--- src/design/ssfe_pkg.sv ---
// Constants, types and reset values for the serial frame engine
package ssfe_pkg;

	// ****************************************
	// Widths and formats
	// ****************************************
	localparam int SSFE_DATA_W = 16;
	localparam logic [1:0] SSFE_FMT_SPI = 2'h0;
	localparam logic [1:0] SSFE_FMT_CMDRESP = 2'h2;
	localparam logic [3:0] SSFE_SIZE_MIN = 4'h3;
	localparam logic [4:0] SSFE_BITS_MAX = 5'h10;

	// ****************************************
	// Command-response frame layout, in clocks
	// ****************************************
	localparam logic [4:0] SSFE_CMD_BITS = 5'h08;
	localparam logic [4:0] SSFE_WAIT_CLKS = 5'h01;
	localparam logic [4:0] SSFE_RX_SKIP = SSFE_CMD_BITS + SSFE_WAIT_CLKS;

	// ****************************************
	// Idle pin levels
	// ****************************************
	localparam logic SSFE_FSS_IDLE = 1'b1;
	localparam logic SSFE_TXD_IDLE = 1'b0;
	localparam logic SSFE_CMD_CLK_IDLE = 1'b0;

	// ****************************************
	// Frame state machine
	// ****************************************
	typedef enum logic [4:0] {
		ST_IDLE = 5'b00001,
		ST_GAP = 5'b00010,
		ST_SHIFT = 5'b00100,
		ST_TRAIL = 5'b01000,
		ST_CMD = 5'b10000
	} ssfe_state_t;

	typedef struct packed {
		ssfe_state_t st;
		logic sclk;
		logic fss;
		logic txd;
		logic txoe;
		logic [15:0] sh_tx;
		logic [15:0] sh_rx;
		logic [4:0] cnt;
		logic cap;
		logic tcnt;
		logic done;
		logic pend;
		logic [15:0] rx_data;
		logic rx_valid;
	} ssfe_regs_t;

	localparam ssfe_regs_t SSFE_REGS_RST = '{default: '0, st: ST_IDLE,
		sclk: 1'b1, fss: SSFE_FSS_IDLE};

	// ****************************************
	// Divider state
	// ****************************************
	typedef struct packed {
		logic [6:0] pre;
		logic [7:0] rate;
	} ssfe_div_t;

	localparam ssfe_div_t SSFE_DIV_RST = '{default: '0};

endpackage

--- src/design/ssfe_clkdiv.sv ---
// Half serial period enable divider for the serial frame engine
`timescale 1ns/10ps
module ssfe_clkdiv
	import ssfe_pkg::*;
(
	// Clock and reset
	input wire logic i_clk_sys,
	input wire logic i_rst,
	// Control
	input wire logic i_run,
	input wire logic [7:0] i_prescale,
	input wire logic [7:0] i_rate,
	// Enable out
	output logic o_half_tick
);

	ssfe_div_t q_reg;
	ssfe_div_t q_next;
	logic [6:0] half_pre;
	logic pre_wrap;

	// An odd or zero divisor is out of range; treat an odd one as its even floor, and 0 or 1 as 2
	assign half_pre = (i_prescale[7:1] == 7'h00) ? 7'h01 : i_prescale[7:1];
	assign pre_wrap = (q_reg.pre == half_pre - 7'h01);
	assign o_half_tick = i_run && pre_wrap && (q_reg.rate == i_rate);

	always_comb
	begin
		q_next = q_reg;
		if (!i_run)
		begin
			q_next = SSFE_DIV_RST;
		end
		else if (pre_wrap)
		begin
			q_next.pre = 7'h00;
			q_next.rate = (q_reg.rate == i_rate) ? 8'h00 : q_reg.rate + 8'h01;
		end
		else
		begin
			q_next.pre = q_reg.pre + 7'h01;
		end
	end

	always_ff @(posedge i_clk_sys)
	begin
		if (i_rst)
			q_reg <= SSFE_DIV_RST;
		else
			q_reg <= q_next;
	end

endmodule

--- src/design/ssfe_engine.sv ---
// Serial frame engine: full-duplex and command-response master
`timescale 1ns/10ps
module ssfe_engine
	import ssfe_pkg::*;
(
	// Clock and reset
	input wire logic i_clk_sys,
	input wire logic i_rst,
	// Configuration
	input wire logic i_port_enable_bit,
	input wire logic i_slave_mode,
	input wire logic i_slave_out_disable,
	input wire logic [7:0] i_prescale_divisor,
	input wire logic [7:0] i_clock_rate_field,
	input wire logic i_clock_phase_bit,
	input wire logic i_clock_polarity_bit,
	input wire logic [1:0] i_frame_format_field,
	input wire logic [3:0] i_data_size_field,
	// Transmit queue head
	input wire logic i_tx_valid,
	input wire logic [15:0] i_tx_data,
	output logic o_tx_pop,
	// Receive queue push
	output logic o_rx_valid,
	output logic [15:0] o_rx_data,
	// Serial pins
	output logic o_serial_clock_pin,
	output logic o_serial_clock_oe,
	output logic o_frame_select_pin,
	output logic o_frame_select_oe,
	output logic o_serial_out_pin,
	output logic o_serial_out_oe,
	input wire logic i_serial_in_pin,
	// Status
	output logic o_busy
);

	// ****************************************
	// Helpers
	// ****************************************
	function automatic logic [4:0] frame_bits(input logic [3:0] size);
		frame_bits = (size < SSFE_SIZE_MIN) ? 5'h04 : {1'b0, size} + 5'h01;
	endfunction

	function automatic logic [15:0] left_align(input logic [15:0] v,
		input logic [4:0] n);
		left_align = v << (SSFE_BITS_MAX - n);
	endfunction

	function automatic logic [15:0] keep_low(input logic [15:0] v,
		input logic [4:0] n);
		keep_low = v & ~(16'hFFFF << n);
	endfunction

	ssfe_regs_t q_reg;
	ssfe_regs_t q_next;
	logic half_tick;
	logic load;
	logic more;
	logic is_cmd;
	logic pol;
	logic clock_phase_bit;
	logic [4:0] nbits;
	logic [15:0] rx_shift;
	logic [15:0] word;

	assign is_cmd = (i_frame_format_field == SSFE_FMT_CMDRESP);
	assign pol = i_clock_polarity_bit;
	assign clock_phase_bit = i_clock_phase_bit;
	assign nbits = frame_bits(i_data_size_field);
	assign rx_shift = {q_reg.sh_rx[14:0], i_serial_in_pin};
	assign word = left_align(i_tx_data, nbits);
	// Slave transfers are not started here; the port only answers as master
	assign more = i_port_enable_bit && i_tx_valid && !i_slave_mode;

	// ****************************************
	// Serial rate divider
	// ****************************************
	ssfe_clkdiv u_div (
		.i_clk_sys(i_clk_sys),
		.i_rst(i_rst),
		.i_run(q_reg.st != ST_IDLE),
		.i_prescale(i_prescale_divisor),
		.i_rate(i_clock_rate_field),
		.o_half_tick(half_tick)
	);

	// ****************************************
	// Frame sequencer
	// ****************************************
	always_comb
	begin
		q_next = q_reg;
		load = 1'b0;
		q_next.rx_valid = 1'b0;
		case (q_reg.st)
			ST_IDLE:
			begin
				q_next.fss = SSFE_FSS_IDLE;
				q_next.txd = SSFE_TXD_IDLE;
				q_next.txoe = 1'b0;
				q_next.sclk = is_cmd ? SSFE_CMD_CLK_IDLE : pol;
				q_next.cnt = 5'h00;
				q_next.done = 1'b0;
				q_next.pend = 1'b0;
				q_next.tcnt = 1'b0;
				if (more)
				begin
					load = 1'b1;
					q_next.fss = 1'b0;
					q_next.txoe = 1'b1;
					q_next.cap = 1'b0;
					if (is_cmd)
					begin
						q_next.txd = i_tx_data[7];
						q_next.sh_tx = {i_tx_data[6:0], 9'h000};
						q_next.st = ST_CMD;
					end
					else
					begin
						q_next.sh_tx = word;
						q_next.st = ST_SHIFT;
					end
				end
			end
			ST_GAP:
			begin
				if (half_tick)
				begin
					load = 1'b1;
					q_next.fss = 1'b0;
					q_next.txoe = 1'b1;
					q_next.sh_tx = word;
					q_next.cap = 1'b0;
					q_next.cnt = 5'h00;
					q_next.st = ST_SHIFT;
				end
			end
			ST_SHIFT:
			begin
				if (half_tick && !q_reg.cap)
				begin
					// Drive slot: clock idle for phase 0, active for phase 1
					q_next.txd = q_reg.sh_tx[15];
					q_next.sh_tx = {q_reg.sh_tx[14:0], 1'b0};
					q_next.sclk = pol ^ clock_phase_bit;
					q_next.cap = 1'b1;
				end
				else if (half_tick)
				begin
					q_next.sh_rx = rx_shift;
					q_next.sclk = !(pol ^ clock_phase_bit);
					q_next.cap = 1'b0;
					q_next.cnt = q_reg.cnt + 5'h01;
					if (q_reg.cnt + 5'h01 == nbits)
					begin
						q_next.rx_data = keep_low(rx_shift, nbits);
						q_next.rx_valid = 1'b1;
						q_next.tcnt = 1'b0;
						q_next.st = ST_TRAIL;
					end
				end
			end
			ST_TRAIL:
			begin
				if (half_tick && !q_reg.tcnt)
				begin
					q_next.sclk = pol;
					q_next.tcnt = 1'b1;
					if (clock_phase_bit && more)
					begin
						// Next word rides on without a select pulse
						load = 1'b1;
						q_next.txd = word[15];
						q_next.sh_tx = {word[14:0], 1'b0};
						q_next.sclk = !pol;
						q_next.cap = 1'b1;
						q_next.cnt = 5'h00;
						q_next.st = ST_SHIFT;
					end
				end
				else if (half_tick)
				begin
					q_next.fss = SSFE_FSS_IDLE;
					q_next.txd = SSFE_TXD_IDLE;
					q_next.txoe = 1'b0;
					q_next.tcnt = 1'b0;
					q_next.pend = 1'b0;
					if (q_reg.pend)
					begin
						q_next.rx_data = keep_low(q_reg.sh_rx, nbits);
						q_next.rx_valid = 1'b1;
					end
					q_next.st = (!is_cmd && !clock_phase_bit && more) ? ST_GAP : ST_IDLE;
				end
			end
			ST_CMD:
			begin
				if (half_tick && !q_reg.sclk)
				begin
					q_next.sclk = 1'b1;
					q_next.cnt = q_reg.cnt + 5'h01;
					// Command and wait clocks take nothing in
					if (q_reg.cnt >= SSFE_RX_SKIP)
						q_next.sh_rx = rx_shift;
					if (q_reg.cnt + 5'h01 == SSFE_RX_SKIP + nbits)
						q_next.done = 1'b1;
				end
				else if (half_tick)
				begin
					q_next.sclk = 1'b0;
					if (q_reg.done && more)
					begin
						load = 1'b1;
						q_next.rx_data = keep_low(q_reg.sh_rx, nbits);
						q_next.rx_valid = 1'b1;
						q_next.txd = i_tx_data[7];
						q_next.sh_tx = {i_tx_data[6:0], 9'h000};
						q_next.cnt = 5'h00;
						q_next.done = 1'b0;
					end
					else if (q_reg.done)
					begin
						q_next.done = 1'b0;
						q_next.pend = 1'b1;
						q_next.tcnt = 1'b1;
						q_next.st = ST_TRAIL;
					end
					else
					begin
						// Zeros follow the command, so the line rests low
						q_next.txd = q_reg.sh_tx[15];
						q_next.sh_tx = {q_reg.sh_tx[14:0], 1'b0};
					end
				end
			end
			default:
			begin
				q_next = SSFE_REGS_RST;
			end
		endcase
	end

	always_ff @(posedge i_clk_sys)
	begin
		if (i_rst)
			q_reg <= SSFE_REGS_RST;
		else
			q_reg <= q_next;
	end

	// ****************************************
	// Outputs
	// ****************************************
	assign o_tx_pop = load;
	assign o_rx_valid = q_reg.rx_valid;
	assign o_rx_data = q_reg.rx_data;
	assign o_serial_clock_pin = q_reg.sclk;
	assign o_serial_clock_oe = !i_slave_mode;
	assign o_frame_select_pin = q_reg.fss;
	assign o_frame_select_oe = !i_slave_mode;
	assign o_serial_out_pin = q_reg.txd;
	assign o_serial_out_oe = q_reg.txoe && !i_slave_out_disable;
	assign o_busy = (q_reg.st != ST_IDLE);

	// ****************************************
	// Checks
	// ****************************************
	logic [15:0] gap_cnt;
	logic [15:0] half_len;

	assign half_len = 16'(i_prescale_divisor[7:1]) *
		(16'(i_clock_rate_field) + 16'h0001);

	always_ff @(posedge i_clk_sys)
	begin
		if (i_rst || !o_busy || half_tick)
			gap_cnt <= 16'h0000;
		else
			gap_cnt <= gap_cnt + 16'h0001;
	end
endmodule

--- config.mk ---
export PLATFORM = sky130hd
export DESIGN_NAME = ssfe_engine
export DESIGN_NICKNAME = d
export VERILOG_FILES = /design/src/design/ssfe_pkg.sv /design/src/design/ssfe_clkdiv.sv /design/src/design/ssfe_engine.sv
export SDC_FILE = /design/constraint.sdc
export NUM_CORES = 1
export LEC_CHECK = 0
export BUFFER_PORTS_ARGS = -buffer_cell sky130_fd_sc_hd__buf_2
export CELL_PAD_IN_SITES_DETAIL_PLACEMENT = 1
export CELL_PAD_IN_SITES_GLOBAL_PLACEMENT = 1
export CORE_ASPECT_RATIO = 1.5
export CORE_MARGIN = 5
export CORE_UTILIZATION = 45
export CTS_CLUSTER_SIZE = 10
export DETAILED_ROUTE_END_ITERATION = 7
export PLACE_DENSITY_LB_ADDON = 0.1
export SYNTH_ARGS = -nofsm -noshare
export SYNTH_HDL_FRONTEND = slang
export SYNTH_SLANG_ARGS = --single-unit
--- constraint.sdc ---
create_clock -name i_clk_sys -period 7.6 [get_ports i_clk_sys]
set_input_delay 1.52 -clock i_clk_sys [delete_from_list [all_inputs] [get_ports i_clk_sys]]
set_output_delay 1.52 -clock i_clk_sys [all_outputs]
set_load 0.03 [all_outputs]
==> impl_results.md <==
* Core footprint at between 0.01 and 0.015 mm2
* Total CTS buffers at 9
* Global Route Usage Sum at between 20% and 30%
* Cts-stage hold buffer count at 0
* Starting density of the core at 45.9%
* Die width at roughly 110 um
* First-pass GRT wire length at ~32000 um
* Post-synthesis adder-cell area fraction at under 10%
* Root Driver: clkbuf_16
* Maximum VDD drop at 0.153 mV
* Setup TNS Final at 0 ps
* Gp weighted congestion at around 0.96
* Clock Skews at ~6.4 ps
* CP startpoint kind: input port
* Worst-Margin Slew at around 1100 ps
* # diodes at 0
* Area fraction in compound gates after synthesis at between 20% and 30%
* Die ar. at between 0.015 and 0.02 mm2
* Top FF cell, synth: dfxtp_1
* Total Wirelength at about 20000 um
* CTS resizes at 0
* Post-DRT Antenna Nets at 0
* XOR/XNOR share of the synthesized area at approximately 5.5%
* Cell Area, Synth at between 0.006 and 0.007 mm2
* Vias in the first global route at 6250
* Fin nets at roughly 830
* Slowest stage delay, CP at 700 ps
* Die height at around 150 um
* WP data arrival at ~4700 ps
* Post-Synth Simple-Gate Area at around 22%
* GRT overflow at 0
* Unrepaired setup endpoints after global routing: false
* Fin crit period at about 6200 ps
* CP Data Required Time at just over 6000 ps
* Max reg flops at 47
* #FFs+latches synth at 82
* Max transition margin at between 20% and 30%
* Count of yosys warnings during synthesis at 0
* HPWL after detailed placement at roughly 15000 um
* Status: finished clean
* Largest net degree at the start of global routing at 42
* Post-synth EDFFs at 0
* Worst-skew pair later-pin latency at ~340 ps
* Total power per unit cell area at about 240 mW/mm2
* Number of setup violations in the final report at 0
* Synth cell types at just under 90
* Max Clk Rate at between 150 and 200 MHz
* Final Hold Fails at 0
* CTS tree: done
* Via count of the routed design at 6145
* Final period utilization at 81.4%
* Largest family of logic cells by synthesized area: compound AO/OA/AOI/OAI gates
* Slowest stage cell, crit path: o311a_1
* Pwr Total at 1.61 mW
* Mux cell area share after synthesis at 9.30%
* Rows at between 50 and 60
* Syn Nets at approximately 800
* Ys async rst share at 0%
* CP Cell Sequence: buf_2 > nor4_1 > a21oi_1 > ha_1 > nor3b_1 > xnor2_1 > a2111oi_4 > o311a_1 > nand4_1 > a21oi_1 > a211o_1 > buf_2
* WS Path Type: input port to output pin
* P_leak at ~2.6 nW
* Fillers at 1664
* Wire per inst at roughly 21 um
* Initial drt markers at 322
* I/O pin total at approximately 70
* Worst Path Max Fanout at 17
* Worst Hold Class: flip-flop to flip-flop
* # port buffers at 70
* Residual DRC at 0
* Postcts setup bufs at 0
* Slew Limit Fails at 0
* Post-route cell area at slightly below 0.007 mm2
* Share of cells above drive strength 1 at between 10% and 20%
* Syn Area/Cell at just over 8 um2
* Vias/cell at around 6.6
* CTS Sinks at just over 80
* CP Capture Type: output pin
* Placed Area at between 0.006 and 0.007 mm2
* CTS H-Tree Depth at 3
* Sequential-to-total area share from yosys stat at 26.6%
* Total of max-cap violations at 0
* Bufs on Longest Clock Path at 2
* First-pass DRT Iterations at 7
* P&R area growth vs syn at 8.99%
* Post-Syn Instances at 744
* Clk pin slew, worst setup/hold paths at around 70 ps
* Antenna violations before repair at 0
-- report_power, final --
part           internal [mW]  leakage [nW]  switching, mW
sequential             0.478         0.664         0.0387
combinational          0.229          1.75          0.439
clock                  0.234         0.136          0.193
total                  0.941          2.55          0.670
-- worst paths after layout --
path	startpoint	end	slack, ps	depth (start not counted)
worst max register to register	u_div.q_reg[14]	o_rx_data[14]	4260	7
worst min register to register	o_rx_data[13]	o_rx_data[13]	460	1
worst min-delay path	o_rx_data[13]	o_rx_data[13]	460	1
worst max-delay path	i_prescale_divisor[4]	o_tx_pop	1410	12
-- final cells by class --
type,instances,area (um2),area share [%]
tap,162,203,3.01
timing repair buffer,75,388,5.76
clock buffer,10,239,3.55
clock inverter,6,50.0,0.743
multi-input combinational,580,4140,61.4
sequential,82,1640,24.4
inverter,20,75.1,1.11
-- cell usage after synthesis (all sizes together), types with 12 or more instances --
cell type	n	area share, %
dfxtp	82	27
nand2	58	3.5
o211ai	22	2.7
o21ai	23	1.9
nor3	22	1.9
nand3	33	2.7
xnor2	21	3.0
a22o	25	3.5
buf	26	3.2
nor2	62	4.1
nand2b	15	1.5
ha	12	2.4
a21oi	44	3.6
xor2	18	2.6
mux2i	27	4.4
clkbuf	36	2.2
inv	18	1.1
-- per-stage QoR --
stage	setup slack [ps]	hold WS [ps]	utilization, %	instances
global route	1190	477	50.0	935
finish	1410	460	50.0	935
CTS	1380	463	50.0	935
floorplan	2170	434	-	744
detailed placement	1370	441	47.9	919
global placement	1560	441	47.9	919
-- logic make-up after synthesis --
family	count (synthesis)
compound gates	224
xor+xnor	39
fa+ha+maj	12
buf+inv	82
flops	82
mux	44
simple gates	261
-- layout by cell type, fill, tap and decap left out, types with 4 or more instances in the layout --
| master | n |
|---|---|
| dfxtp_1 | 82 |
| buf_2 | 70 |
| nor2_1 | 60 |
| nand2_1 | 58 |
| a21oi_1 | 43 |
| nand3_1 | 33 |
| mux2i_1 | 27 |
| a22o_1 | 25 |
| o211ai_1 | 22 |
| nor3_1 | 21 |
| xnor2_1 | 21 |
| o21ai_0 | 21 |
| xor2_1 | 18 |
| inv_1 | 17 |
| nand2b_1 | 15 |
| ha_1 | 12 |
| mux4_2 | 10 |
| nor2b_1 | 9 |
| and3_1 | 9 |
| a211oi_1 | 9 |
| clkbuf_16 | 9 |
| o41ai_1 | 8 |
| or3_1 | 7 |
| a31oi_1 | 7 |
| or4b_2 | 7 |
| mux2_2 | 6 |
| nor4_1 | 5 |
| o31ai_1 | 5 |
| and2_1 | 5 |
| nand4_1 | 5 |
| a311oi_1 | 5 |
| a222oi_1 | 5 |
| a221o_1 | 5 |
| buf_4 | 5 |
| nor3b_1 | 4 |
| a21o_1 | 4 |
| o22ai_1 | 4 |
| a32o_1 | 4 |
| o21a_1 | 4 |
| a22oi_1 | 4 |
-- per-layer routing --
layer	track usage [%]	part of all wire, %	vias to the layer above
met5	0	0	-
met4	9.44	3.3	0
met3	2.94	4.2	44
met2	45.6	54	206
met1	27.4	39	3014
li1	-	-	2881
-- critical path, delay by kind of cell --
kind,cells,cell delay (ps)
xor+xnor,1,150
buf+inv,2,330
compound gates,5,1580
fa+ha+maj,1,270
simple gates,3,790
No activity file was read; power rests on OpenSTA's default activity.
